[src/rtl/rcm_defs.svh]
`ifndef RCM_DEFS_SVH
`define RCM_DEFS_SVH
// Notes on behaviour
// - code 0x60 marks a receive command
// - receive port selector valid only 0..3
// - single-return bit forces individual return
// - any-port buffer serves frames on every port
// - frame data goes to command buffer address
// - returned size is bytes moved plus four
// - monitor mode reports type, moves no data
// - monitor fills source address, normal does not
// - code 0x80 initialises grouped completion
// - several finished commands return as one group
// - never group fewer than two commands
// - failed commands always return alone
// - group uses group irq, not members'
// - lone returns use their own irq fields
// - control bit 0 turns grouping on/off
// - control bit 1 enables group interrupt
// - word 0x07 holds group level and vector
// - minimum group count word is ignored
// - maximum group count caps group size
// - group init reports no specific errors; here a non-master slot returns status 0x0022
// - frame fills buffer, command updated, posted back

// command codes
`define RCM_CODE_RECV   16'h0060
`define RCM_CODE_GINIT  16'h0080
// command block word offsets
`define RCM_W_CODE      5'h00
`define RCM_W_OPT       5'h01
`define RCM_W_NIRQ      5'h03
`define RCM_W_EIRQ      5'h04
`define RCM_W_ADDR_HI   5'h06
`define RCM_W_ADDR_LO   5'h07
`define RCM_W_MAXSZ     5'h09
`define RCM_W_CTRL      5'h06
`define RCM_W_GIRQ      5'h07
`define RCM_W_MINCNT    5'h08
`define RCM_W_MAXCNT    5'h09
`define RCM_W_LAST      5'h11
// option and control bit positions
`define RCM_OPT_IRQ_ALLOW 0
`define RCM_OPT_SRO     7
`define RCM_OPT_PORT_LO 3
`define RCM_OPT_PORT_HI 6
`define RCM_OPT_ANY     15
`define RCM_CTL_GRP     0
`define RCM_CTL_GIRQ    1
// register addresses
`define RCM_REG_SUBMIT  8'h20
`define RCM_REG_STATUS  8'h21
`define RCM_REG_LASTST  8'h22
`define RCM_REG_GCFG    8'h23
`define RCM_REG_DROPS   8'h24
// return status codes
`define RCM_ST_OK       16'h0000
`define RCM_ST_BADCODE  16'h0020
`define RCM_ST_BADPORT  16'h0021
`define RCM_ST_BADSLOT  16'h0022
`define RCM_ST_FULL     16'h0023
`define RCM_ST_FRMERR   16'h0024
// limits and reset values
`define RCM_PORT_MAX    4'h3
`define RCM_SIZE_PAD    16'h0004
`define RCM_ETH_MAX     16'h05ee
`define RCM_MAXCNT_RST  16'h0018
`define RCM_GIRQ_RST    16'h0000
`endif

[src/rtl/rcm_pkg.sv]
package rcm_pkg;
  typedef logic [15:0] rcm_word_t;
  typedef logic [7:0]  rcm_addr_t;
  typedef logic [7:0]  rcm_mask_t;
  typedef logic [2:0]  rcm_idx_t;
  typedef enum logic [1:0] {
    RCM_IDLE = 2'b01,
    RCM_HOLD = 2'b10
  } rcm_post_e;
endpackage

[src/rtl/rcm_cmd_core.sv]
// Design decisions made here: the strobed register port and the register offsets.
`timescale 1ns/1ps
`include "rcm_defs.svh"
module rcm_cmd_core (
  // clock and reset
  input  wire logic               clk_sys,
  input  wire logic               rst_n,
  // register port
  input  wire rcm_pkg::rcm_addr_t reg_addr,
  input  wire rcm_pkg::rcm_word_t reg_wdata,
  input  wire logic               reg_wr,
  input  wire logic               reg_rd,
  output logic [15:0]             reg_rdata,
  // incoming frame from mac side
  input  wire logic               frame_valid,
  input  wire logic [1:0]         frame_port,
  input  wire logic [15:0]        frame_len,
  input  wire logic               frame_err,
  input  wire logic               frame_monitor,
  input  wire logic [15:0]        frame_type,
  input  wire logic [47:0]        frame_src,
  output logic                    frame_drop,
  // data mover request
  output logic                    dma_start,
  output logic [31:0]             dma_addr,
  output logic [15:0]             dma_len,
  // completion posting
  output logic                    post_valid,
  input  wire logic               post_ready,
  output logic                    post_group,
  output rcm_pkg::rcm_mask_t      post_mask,
  output rcm_pkg::rcm_word_t      post_status,
  output rcm_pkg::rcm_word_t      post_size,
  output rcm_pkg::rcm_word_t      post_type,
  output logic [47:0]             post_src,
  output logic                    post_irq,
  output logic [7:0]              post_irq_level,
  output logic [7:0]              post_irq_vector
);
  import rcm_pkg::*;
  localparam int NP = 8;
  // staged command block words
  rcm_word_t cmd_q [18];
  // pool of receive commands
  rcm_mask_t  pv_q, pd_q, pe_q, any_q, sro_q, irq_allow_q;
  logic [1:0] port_q  [NP];
  rcm_word_t  nirq_q  [NP];
  rcm_word_t  eirq_q  [NP];
  logic [31:0] badr_q [NP];
  rcm_word_t  size_q  [NP];
  rcm_word_t  type_q  [NP];
  logic [47:0] srca_q [NP];
  // grouped completion configuration
  logic       grp_on_q, girq_on_q;
  rcm_word_t  girq_q, maxcnt_q, last_st_q, drops_q;
  rcm_post_e  pst_q;
  logic [15:0] rdata_q;

  // command decode on submit
  logic       submit, master, is_recv, is_init, port_ok;
  logic [3:0] opt_port;
  always_comb
  begin
    submit   = reg_wr && (reg_addr == `RCM_REG_SUBMIT);
    master   = reg_wdata[0];
    is_recv  = cmd_q[`RCM_W_CODE] == `RCM_CODE_RECV;
    is_init  = cmd_q[`RCM_W_CODE] == `RCM_CODE_GINIT;
    opt_port = cmd_q[`RCM_W_OPT][`RCM_OPT_PORT_HI:`RCM_OPT_PORT_LO];
    port_ok  = opt_port <= `RCM_PORT_MAX;
  end

  // per-entry candidate masks for a new command and a frame
  rcm_mask_t free_m, own_m, any_m;
  genvar g;
  generate
    for (g = 0; g < NP; g++)
    begin : g_match
      assign free_m[g] = !pv_q[g];
      assign own_m[g]  = pv_q[g] && !pd_q[g] && !any_q[g] && (port_q[g] == frame_port);
      assign any_m[g]  = pv_q[g] && !pd_q[g] && any_q[g];
    end
  endgenerate
  function automatic rcm_idx_t first_one(input rcm_mask_t m);
    first_one = 3'h0;
    for (int i = NP - 1; i >= 0; i--)
      if (m[i])
        first_one = i[2:0];
  endfunction
  // frame buffer choice: own port first, pool second
  logic     frm_hit, frm_own;
  rcm_idx_t frm_idx, free_idx;
  logic [15:0] xfer;
  always_comb
  begin
    frm_own  = |own_m;
    frm_hit  = frame_valid && (frm_own || (|any_m));
    frm_idx  = frm_own ? first_one(own_m) : first_one(any_m);
    free_idx = first_one(free_m);
    // clip to host limit; monitor reports move no data
    if (frame_monitor)
      xfer = 16'h0000;
    else if (frame_len > size_q[frm_idx])
      xfer = size_q[frm_idx];
    else
      xfer = frame_len;
  end

  // posting selection: groups of eligible, else lowest lone entry
  rcm_mask_t elig_m, grp_m;
  logic [3:0] grp_n;
  logic      grp_go;
  rcm_idx_t  one_idx;
  always_comb
  begin
    elig_m = pd_q & ~pe_q & ~sro_q;
    grp_m  = 8'h00;
    grp_n  = 4'h0;
    for (int i = 0; i < NP; i++)
    begin
      if (elig_m[i] && ({12'h000, grp_n} < maxcnt_q))
      begin
        grp_m[i] = 1'b1;
        grp_n    = grp_n + 4'h1;
      end
    end
    grp_go  = grp_on_q && (grp_n >= 4'h2);
    one_idx = first_one(pd_q);
  end
  // staging window for command block words
  always_ff @(posedge clk_sys or negedge rst_n)
  begin
    if (!rst_n)
    begin
      for (int i = 0; i < 18; i++)
        cmd_q[i] <= 16'h0000;
    end
    else if (reg_wr && (reg_addr <= {3'h0, `RCM_W_LAST}))
      cmd_q[reg_addr[4:0]] <= reg_wdata;
  end
  // grouped completion setup, master slot only
  always_ff @(posedge clk_sys or negedge rst_n)
  begin
    if (!rst_n)
    begin
      grp_on_q  <= 1'b0;
      girq_on_q <= 1'b0;
      girq_q    <= `RCM_GIRQ_RST;
      maxcnt_q  <= `RCM_MAXCNT_RST;
    end
    else if (submit && is_init && master)
    begin
      grp_on_q  <= cmd_q[`RCM_W_CTRL][`RCM_CTL_GRP];
      girq_on_q <= cmd_q[`RCM_W_CTRL][`RCM_CTL_GIRQ];
      girq_q    <= cmd_q[`RCM_W_GIRQ];
      maxcnt_q  <= cmd_q[`RCM_W_MAXCNT];
      // minimum group count word never read
    end
  end

  // return status of the last submitted command
  always_ff @(posedge clk_sys or negedge rst_n)
  begin
    if (!rst_n)
      last_st_q <= `RCM_ST_OK;
    else if (submit)
    begin
      if (is_init)
        last_st_q <= master ? `RCM_ST_OK : `RCM_ST_BADSLOT;
      else if (!is_recv)
        last_st_q <= `RCM_ST_BADCODE;
      else if (!port_ok)
        last_st_q <= `RCM_ST_BADPORT;
      else if (&pv_q)
        last_st_q <= `RCM_ST_FULL;
      else
        last_st_q <= `RCM_ST_OK;
    end
  end

  // receive pool: fill on submit, update on frame, free on post
  logic accept, retire;
  assign accept = submit && is_recv && port_ok && !(&pv_q);
  assign retire = post_valid && post_ready;
  always_ff @(posedge clk_sys or negedge rst_n)
  begin
    if (!rst_n)
    begin
      pv_q  <= 8'h00;
      pd_q  <= 8'h00;
      pe_q  <= 8'h00;
      any_q <= 8'h00;
      sro_q <= 8'h00;
      irq_allow_q <= 8'h00;
      for (int i = 0; i < NP; i++)
      begin
        port_q[i] <= 2'h0;
        nirq_q[i] <= 16'h0000;
        eirq_q[i] <= 16'h0000;
        badr_q[i] <= 32'h0000_0000;
        size_q[i] <= 16'h0000;
        type_q[i] <= 16'h0000;
        srca_q[i] <= 48'h0000_0000_0000;
      end
    end
    else
    begin
      // retired entries go first; a new frame never picks them
      if (retire)
      begin
        pv_q <= pv_q & ~post_mask;
        pd_q <= pd_q & ~post_mask;
      end
      if (accept)
      begin
        pv_q[free_idx]   <= 1'b1;
        pd_q[free_idx]   <= 1'b0;
        pe_q[free_idx]   <= 1'b0;
        any_q[free_idx]  <= cmd_q[`RCM_W_OPT][`RCM_OPT_ANY];
        sro_q[free_idx]  <= cmd_q[`RCM_W_OPT][`RCM_OPT_SRO];
        irq_allow_q[free_idx] <= cmd_q[`RCM_W_OPT][`RCM_OPT_IRQ_ALLOW];
        port_q[free_idx] <= opt_port[1:0];
        nirq_q[free_idx] <= cmd_q[`RCM_W_NIRQ];
        eirq_q[free_idx] <= cmd_q[`RCM_W_EIRQ];
        badr_q[free_idx] <= {cmd_q[`RCM_W_ADDR_HI], cmd_q[`RCM_W_ADDR_LO]};
        size_q[free_idx] <= cmd_q[`RCM_W_MAXSZ];
        type_q[free_idx] <= 16'h0000;
        srca_q[free_idx] <= 48'h0000_0000_0000;
      end
      if (frm_hit)
      begin
        pd_q[frm_idx]   <= 1'b1;
        pe_q[frm_idx]   <= frame_err;
        size_q[frm_idx] <= xfer + `RCM_SIZE_PAD;
        if (frame_monitor)
        begin
          type_q[frm_idx] <= frame_type;
          srca_q[frm_idx] <= frame_src;
        end
      end
    end
  end

  // data mover request and drop indication
  always_ff @(posedge clk_sys or negedge rst_n)
  begin
    if (!rst_n)
    begin
      dma_start  <= 1'b0;
      dma_addr   <= 32'h0000_0000;
      dma_len    <= 16'h0000;
      frame_drop <= 1'b0;
      drops_q    <= 16'h0000;
    end
    else
    begin
      dma_start  <= frm_hit && !frame_monitor && !frame_err;
      frame_drop <= frame_valid && !frm_hit;
      if (frm_hit)
      begin
        dma_addr <= badr_q[frm_idx];
        dma_len  <= xfer;
      end
      if (frame_valid && !frm_hit)
        drops_q <= drops_q + 16'h0001;
    end
  end

  // posting engine: hold one completion until taken
  always_ff @(posedge clk_sys or negedge rst_n)
  begin
    if (!rst_n)
    begin
      pst_q           <= RCM_IDLE;
      post_group      <= 1'b0;
      post_mask       <= 8'h00;
      post_status     <= 16'h0000;
      post_size       <= 16'h0000;
      post_type       <= 16'h0000;
      post_src        <= 48'h0000_0000_0000;
      post_irq        <= 1'b0;
      post_irq_level  <= 8'h00;
      post_irq_vector <= 8'h00;
    end
    else
    begin
      case (pst_q)
        RCM_IDLE:
        begin
          if (grp_go)
          begin
            pst_q           <= RCM_HOLD;
            post_group      <= 1'b1;
            post_mask       <= grp_m;
            post_status     <= `RCM_ST_OK;
            post_size       <= {12'h000, grp_n};
            post_type       <= 16'h0000;
            post_src        <= 48'h0000_0000_0000;
            post_irq        <= girq_on_q;
            post_irq_level  <= girq_q[15:8];
            post_irq_vector <= girq_q[7:0];
          end
          else if (|pd_q)
          begin
            // whatever cannot group goes alone; a cap below two must not stall
            pst_q           <= RCM_HOLD;
            post_group      <= 1'b0;
            post_mask       <= 8'h01 << one_idx;
            post_status     <= pe_q[one_idx] ? `RCM_ST_FRMERR : `RCM_ST_OK;
            post_size       <= size_q[one_idx];
            post_type       <= type_q[one_idx];
            post_src        <= srca_q[one_idx];
            post_irq        <= irq_allow_q[one_idx];
            post_irq_level  <= pe_q[one_idx] ? eirq_q[one_idx][15:8] : nirq_q[one_idx][15:8];
            post_irq_vector <= pe_q[one_idx] ? eirq_q[one_idx][7:0] : nirq_q[one_idx][7:0];
          end
        end
        RCM_HOLD:
        begin
          if (post_ready)
            pst_q <= RCM_IDLE;
        end
        default:
          pst_q <= RCM_IDLE;
      endcase
    end
  end
  assign post_valid = (pst_q == RCM_HOLD);

  // register reads: data stand only in the cycle after the strobe
  always_ff @(posedge clk_sys or negedge rst_n)
  begin
    if (!rst_n)
      rdata_q <= 16'h0000;
    else if (!reg_rd)
      rdata_q <= 16'h0000;
    else if (reg_addr <= {3'h0, `RCM_W_LAST})
      rdata_q <= cmd_q[reg_addr[4:0]];
    else
    begin
      case (reg_addr)
        `RCM_REG_STATUS: rdata_q <= {pd_q, pv_q};
        `RCM_REG_LASTST: rdata_q <= last_st_q;
        `RCM_REG_GCFG:   rdata_q <= {14'h0000, girq_on_q, grp_on_q};
        `RCM_REG_DROPS:  rdata_q <= drops_q;
        default:         rdata_q <= 16'h0000;
      endcase
    end
  end
  assign reg_rdata = rdata_q;
endmodule

[config.mk]
export PLATFORM = sky130hd
export DESIGN_NAME = rcm_cmd_core
export DESIGN_NICKNAME = d
export VERILOG_FILES = /design/src/rtl/rcm_pkg.sv /design/src/rtl/rcm_cmd_core.sv
export VERILOG_INCLUDE_DIRS = /design/src /design/src/rtl
export SDC_FILE = /design/constraint.sdc
export NUM_CORES = 2
export LEC_CHECK = 0
export BUFFER_PORTS_ARGS = -buffer_cell sky130_fd_sc_hd__buf_2
export CELL_PAD_IN_SITES_DETAIL_PLACEMENT = 0
export CELL_PAD_IN_SITES_GLOBAL_PLACEMENT = 1
export CORE_MARGIN = 5
export CORE_UTILIZATION = 49
export DETAILED_ROUTE_END_ITERATION = 10
export PLACE_DENSITY_LB_ADDON = 0.1
export SYNTH_ARGS = -nofsm -noshare
export SYNTH_HDL_FRONTEND = slang
export SYNTH_SLANG_ARGS = --single-unit
export TNS_END_PERCENT = 30
[constraint.sdc]
create_clock -name clk_sys -period 16.15 [get_ports clk_sys]
set_input_delay 1.615 -clock clk_sys [delete_from_list [all_inputs] [get_ports clk_sys]]
set_output_delay 1.615 -clock clk_sys [all_outputs]
set_load 0.1 [all_outputs]
* After elaboration in Yosys (flattened, before gate mapping) *
Index checks and enable logic that the tools add are counted.
W data, S select, Z words.

word-level totals
  flip-flop bits (word level) = 1760
  output and inout bits = 189

cells by class
  reductions and logical operators = 86
  bitwise operators = 20
  muxes and demuxes = 158
  shifts and indexed selects = 1
  order comparisons = 24
  equal/unequal tests = 19
  $add $sub $neg = 9

operators with widths
  cell                 count
  $mux W384            3
  $bwmux W128          5
  $mux W128            5
  $mux W16             25
  $and A384 B384 Y384  1
  $bwmux W384          1
  $not A384 Y384       1
  $bwmux W288          1
  $demux W48 S3        2
  $mux W48             6
  $bwmux W256          1
  $bmux W16 S3         5
  $bmux W48 S3         1
  $and A128 B128 Y128  1
  $not A128 Y128       1
  $mux W8              15
  $lt A4 B16 Y1        7
  $mux W3              33
  $bmux W32 S3         1
  $demux W16 S3        2
  $demux W32 S3        1
  $mux W32             3
  $bmux W16 S5         1
  $demux W16 S5        1
  other kinds (46)     194

* Logic depth before layout (Yosys ltp) *
  depth after elaboration = 30
  mapped depth = 63

* Worst setup path after synthesis *
Ideal clock, no wire load.

  path kind = register to register
  start = reg maxcnt_q[4]
  end = reg post_size[0]
  data arrival time = 11.448 ns
  buffers on the path = 5
  cell stages (with the launch flop) = 61
  data required time = 16.024 ns
  clock period less this slack = 11.574 ns
  slack = 4.576 ns
  cell sequence = dfstp_2 -> nor4_2 -> and3_1 -> buf_2 -> nand4_1 -> a21oi_1 -> or4b_2 -> inv_1 -> ha_1 -> ha_1 -> nor2_1 -> a2111oi_4 -> a21oi_1 -> mux2i_1 -> ha_1 -> mux2i_1 -> o32ai_1 -> o21ai_2 -> (+25 left out) -> or2_2 -> buf_2 -> o21bai_1 -> xnor2_1 -> ha_1 -> o21a_1 -> o21ai_0 -> inv_1 -> nand2_1 -> o21ba_1 -> mux2_2 -> or3_4 -> o22ai_4 -> a22oi_2 -> and2_1 -> buf_6 -> buf_6 -> a221o_1

between the ends
  longest elaborated chain between the ends = 28

ends and longest elaborated chain
  element                              line                 source
  start, declared                      rcm_cmd_core.sv:55   rcm_word_t girq_q, maxcnt_q, last_st_q, drops_q;
  start signal, assigned               rcm_cmd_core.sv:148  maxcnt_q <= `RCM_MAXCNT_RST;
  start signal, assigned               rcm_cmd_core.sv:155  maxcnt_q <= cmd_q[`RCM_W_MAXCNT];
  $lt A1 B16 Y1                        rcm_cmd_core.sv:120  if (elig_m[i] && ({12'h000, grp_n} < maxcnt_q))
  $logic_and A1 B1 Y1                  rcm_cmd_core.sv:120
  $mux W1                              rcm_cmd_core.sv:120
  $lt A4 B16 Y1                        rcm_cmd_core.sv:120
  $logic_and A1 B1 Y1                  rcm_cmd_core.sv:120
  $mux W4                              rcm_cmd_core.sv:120
  $lt A4 B16 Y1                        rcm_cmd_core.sv:120
  $logic_and A1 B1 Y1                  rcm_cmd_core.sv:120
  (+12 left out)                       n/a
  $mux W4                              rcm_cmd_core.sv:120
  $lt A4 B16 Y1                        rcm_cmd_core.sv:120
  $logic_and A1 B1 Y1                  rcm_cmd_core.sv:120
  $mux W4 (*)                          rcm_cmd_core.sv:120
  $ge A4 B2 Y1                         rcm_cmd_core.sv:126  grp_go = grp_on_q && (grp_n >= 4'h2);
  $logic_and A1 B1 Y1                  rcm_cmd_core.sv:126
  $reduce_bool A2 Y1 (no source line)  n/a
  $reduce_and A2 Y1 (no source line)   n/a
  end signal, assigned                 rcm_cmd_core.sv:295  post_size <= {12'h000, grp_n};
  end signal, assigned                 rcm_cmd_core.sv:309  post_size <= size_q[one_idx];
  end, declared                        rcm_cmd_core.sv:33   output rcm_pkg::rcm_word_t post_size,

Every way passes the cells marked *; elsewhere a longest branch is shown, timed or not.
A chain may end at the register's enable or synchronous reset.

* Worst setup path after layout *
  start = reg maxcnt_q[4]
  end = reg post_src[43]

between the ends
  longest elaborated chain between the ends = 28

ends and longest elaborated chain
  element                              line                 source
  $lt A1 B16 Y1                        rcm_cmd_core.sv:120
  $logic_and A1 B1 Y1                  rcm_cmd_core.sv:120
  $mux W1                              rcm_cmd_core.sv:120
  $lt A4 B16 Y1                        rcm_cmd_core.sv:120
  $logic_and A1 B1 Y1                  rcm_cmd_core.sv:120
  $mux W4                              rcm_cmd_core.sv:120
  $lt A4 B16 Y1                        rcm_cmd_core.sv:120
  $logic_and A1 B1 Y1                  rcm_cmd_core.sv:120
  (+12 left out)                       n/a
  $mux W4                              rcm_cmd_core.sv:120
  $lt A4 B16 Y1                        rcm_cmd_core.sv:120
  $logic_and A1 B1 Y1                  rcm_cmd_core.sv:120
  $mux W4 (*)                          rcm_cmd_core.sv:120
  $ge A4 B2 Y1 (*)                     rcm_cmd_core.sv:126
  $logic_and A1 B1 Y1 (*)              rcm_cmd_core.sv:126
  $reduce_bool A2 Y1 (no source line)  n/a
  $reduce_and A2 Y1 (no source line)   n/a
  end signal, assigned                 rcm_cmd_core.sv:311  post_src <= srca_q[one_idx];
  end, declared                        rcm_cmd_core.sv:35   output logic [47:0] post_src,

Marked as above.

==> impl_metrics.csv <==
group,metric,value,unit
global_route,grt_pass1_wl,439000,microns
power,netSwitchingFraction,31.5,%
worst_setup_path,cp.required,16.80,ns
power,p_per_area,118,mW/mm^2
power,finalPower,10900,uW
cells_and_area,fillers,15100,
global_route,antenna_found_initial,21,
route,drt_pass1_iterations,6,
synth,ys_seq_area_share,52.1,%
worst_setup_path,path_common_cell,"ha_1",
sta,hold_viol_final,0,
global_route,grt_util_all_layers,32.4,%
cells_and_area,drive_above_1_share,17.5,%
sta,fin_setup_tns,0,ns
power,vdd.ir_drop.worst,124,uV
sta,rsz0062_at_grt,"false",
floorplan,placementRows,151,
synth,synth_compound_area_share,9.74,%
route,drt_iter0_markers,6869,
clocking,cts_root_buf,"clkbuf_16",
worst_setup_path,critPathKind,"reg -> reg",
hold_path,hold_class,"reg -> reg",
synth,synth_top_family_by_area,"simple AND/OR/NAND/NOR gates",
clocking,post-cts-setup-buffers,0,
cells_and_area,syn2layout_area_growth,10.8,%
worst_setup_path,crit_path_start_kind,"flip-flop",
sta,finalCritPeriodShare,88.3,%
power,clkPwrFrac,41.8,%
cells_and_area,multi_input_area,0.0367,sq mm
sta,relSlewSlack,13.2,%
route,wl_per_cell,26.4,microns
synth,syn_inst,8848,
synth,synth_flop_cell,"dfrtp_1",
status,status,"completed",
synth,avgSynthCellArea,9.40,sq um
worst_setup_path,reg2regPathDepth,56,
clocking,clock_latency,0.85,ns
clocking,cts_hold_buf,0,
power,p_int,7440,uW
synth,synth_edf_count,0,
clocking,clkTransAtPathRegs,0.06,ns
route,drc_errors,0,
cells_and_area,final_common_cell,"nand2_1",
synth,synth.area.mux_share,12.9,%
worst_setup_path,arrival,14.91,ns
sta,tightest_slew,1.30,ns
global_route,grt_max_degree,180,
global_route,grt_pass1_vias,66000,
power,leakage,0.0435,uW
global_route,grt.overflow.total,0,
route,routed_via_density,6.00,
cells_and_area,register_area,0.0433,sq mm
synth,synth_warnings,0,
sta,setup_viol,0,
synth,synthAdderAreaFrac,0.587,%
clocking,cts_tree,"yes",
sta,fin_crit,14.27,ns
flow_run,maxCapViolations,0,
placed_design,place_inst,10700,
clocking,cts_buffer_depth,3,
power,power.share.sequential,43.0,%
floorplan,start_util,49.2,%
floorplan,die_h,422,microns
placed_design,portBuffers,288,
route,vias,66300,
placed_design,gp_congestion,0.887,
worst_setup_path,slowest_delay,0.92,ns
synth,synth_xor_area_share,0.644,%
cells_and_area,postLayoutCellArea,0.0921,sq mm
sta,skew,0.0368,ns
worst_setup_path,slowest_stage,"a21o_2",
synth,synth_cell_type_count,93,
worst_setup_path,cp_max_fo,40,
floorplan,ios,303,
worst_setup_path,cp-end-kind,"flip-flop",
synth,synth_area,0.0832,sq mm
clocking,cts_sinks,1732,
power,p_sw,3430,uW
cells_and_area,utilization,54.5,%
floorplan,core-area,0.169,sq mm
floorplan,dieArea,0.178,sq mm
synth,yosys.area_share.simple,19.8,%
sta,maxSlewViolCount,0,
hold_path,worstHoldPathCells,2,
clocking,cts.repair.resized,0,
synth,synth_async_sr_flop_share,100,%
floorplan,die_w,422,microns
power,p_comb_share,15.2,%
cells_and_area,instances_no_fill,11000,
placed_design,hpwl,170000,microns
placed_design,place_area,0.0856,sq mm
cells_and_area,layout_common_cells,"nand2_1, dfrtp_1, o21ai_0, mux2_2, nand3_1",
route,postRouteAntennaNets,0,
route,wirelength,291000,microns
sta,max_freq,0.0701,GHz
synth,synth_seq_cells,1732,
cells_and_area,nets,8818,
clocking,cts_buffers,188,
clocking,cts_htree_levels,4,
==> registers in the layout, indices dropped and copies added, names as in the netlist, 16 cells and up <==
name	count
maxcnt_q	16
post_type	16
cmd_q	288
port_q	16
size_q	128
dma_len	16
drops_q	16
post_size	16
dma_addr	32
type_q	128
reg_rdata	16
badr_q	256
eirq_q	128
nirq_q	128
post_src	48
srca_q	384
girq_q	16
==> cells by family (layout without fill, tap and decap cells) <==
family          Yosys count  after routing
flops                  1732           1732
xor+xnor                 57             57
compound gates         1295           1295
other cells               1             22
mux                     813            813
buf+inv                 854            816
simple gates           4057           4057
fa+ha+maj                39             39
==> cell type report <==
| type | instances | share of cell area [%] |
|---|---|---|
| diodes | 7 | 0.0190 |
| clock buffers | 279 | 6.07 |
| clock inverters | 70 | 0.991 |
| inverters | 46 | 0.187 |
| multi-input cells | 6276 | 39.9 |
| flip-flops and latches | 1732 | 47.0 |
| well taps | 2218 | 3.01 |
| repair buffers | 421 | 2.81 |
==> per-layer routing <==
layer	GRT usage [%]	vias up	share of wire, %
li1	-	29600	-
met3	4.81	573	6.8
met2	52.2	2630	47
met4	14.0	12	4.8
met5	0	-	0.027
met1	44.0	33500	42
==> synthesized netlist by cell type, types with 50 or more instances <==
library cell	count	area, sq um
a211oi_1	50	375
a21oi_1	128	641
a311oi_1	121	1060
a31oi_1	59	369
and3_1	91	569
buf_1	62	233
buf_4	59	443
clkbuf_1	651	2440
dfrtp_1	1729	43300
mux2_2	559	6290
mux2i_1	101	1010
mux4_2	152	3420
nand2_1	3189	12000
nand3_1	306	1530
nor2_1	237	890
nor3_1	69	345
o21ai_0	646	3230
==> critical path: cells and delay by family, from the launching register on <==
kind / cells / cell delay (ns)
AO/OA/AOI/OAI: 24 / 5.61
AND/OR/NAND/NOR: 13 / 3.14
adder cells (fa/ha/maj): 7 / 1.83
multiplexers: 5 / 1.41
XOR/XNOR: 3 / 1.01
flip-flops: 1 / 0.53
buffers and inverters: 4 / 0.53
==> worst paths after layout <==
path | startpoint | to | slack [ns]
worst min register to register | dma_len[7]$_DFFE_PN0P_ | dma_len[7]$_DFFE_PN0P_ | 0.47
min in group asynchronous | rst_n | srca_q[185]$_DFF_PN0_ | 0.85
worst min-delay path | dma_len[7]$_DFFE_PN0P_ | dma_len[7]$_DFFE_PN0P_ | 0.47
worst max register to register | maxcnt_q[4]$_DFFE_PN1P_ | post_src[43]$_DFFE_PN0P_ | 1.88
max in group asynchronous | rst_n | badr_q[241]$_DFFE_PN0P_ | 11.96
worst max-delay path | maxcnt_q[4]$_DFFE_PN1P_ | post_src[43]$_DFFE_PN0P_ | 1.88
==> power by group through the flow <==
stage | combinational [uW] | clock (uW) | sequential [uW]
after floorplan | 417 | 0 | 5450
after global placement | 1650 | 0 | 4750
after detailed placement | 1660 | 0 | 4750
after CTS | 1660 | 4600 | 4670
after global routing | 1730 | 4790 | 4690
final | 1650 | 4540 | 4670
==> stage by stage <==
step	setup WS (ns)	hold slack, ns
after floorplan	4.58	0.439
after global placement	2.04	0.453
after detailed placement	2.02	0.457
after CTS	1.97	0.471
after global routing	0.915	0.482
final	1.88	0.470
Note: power is estimated with default switching activity, not from simulation.
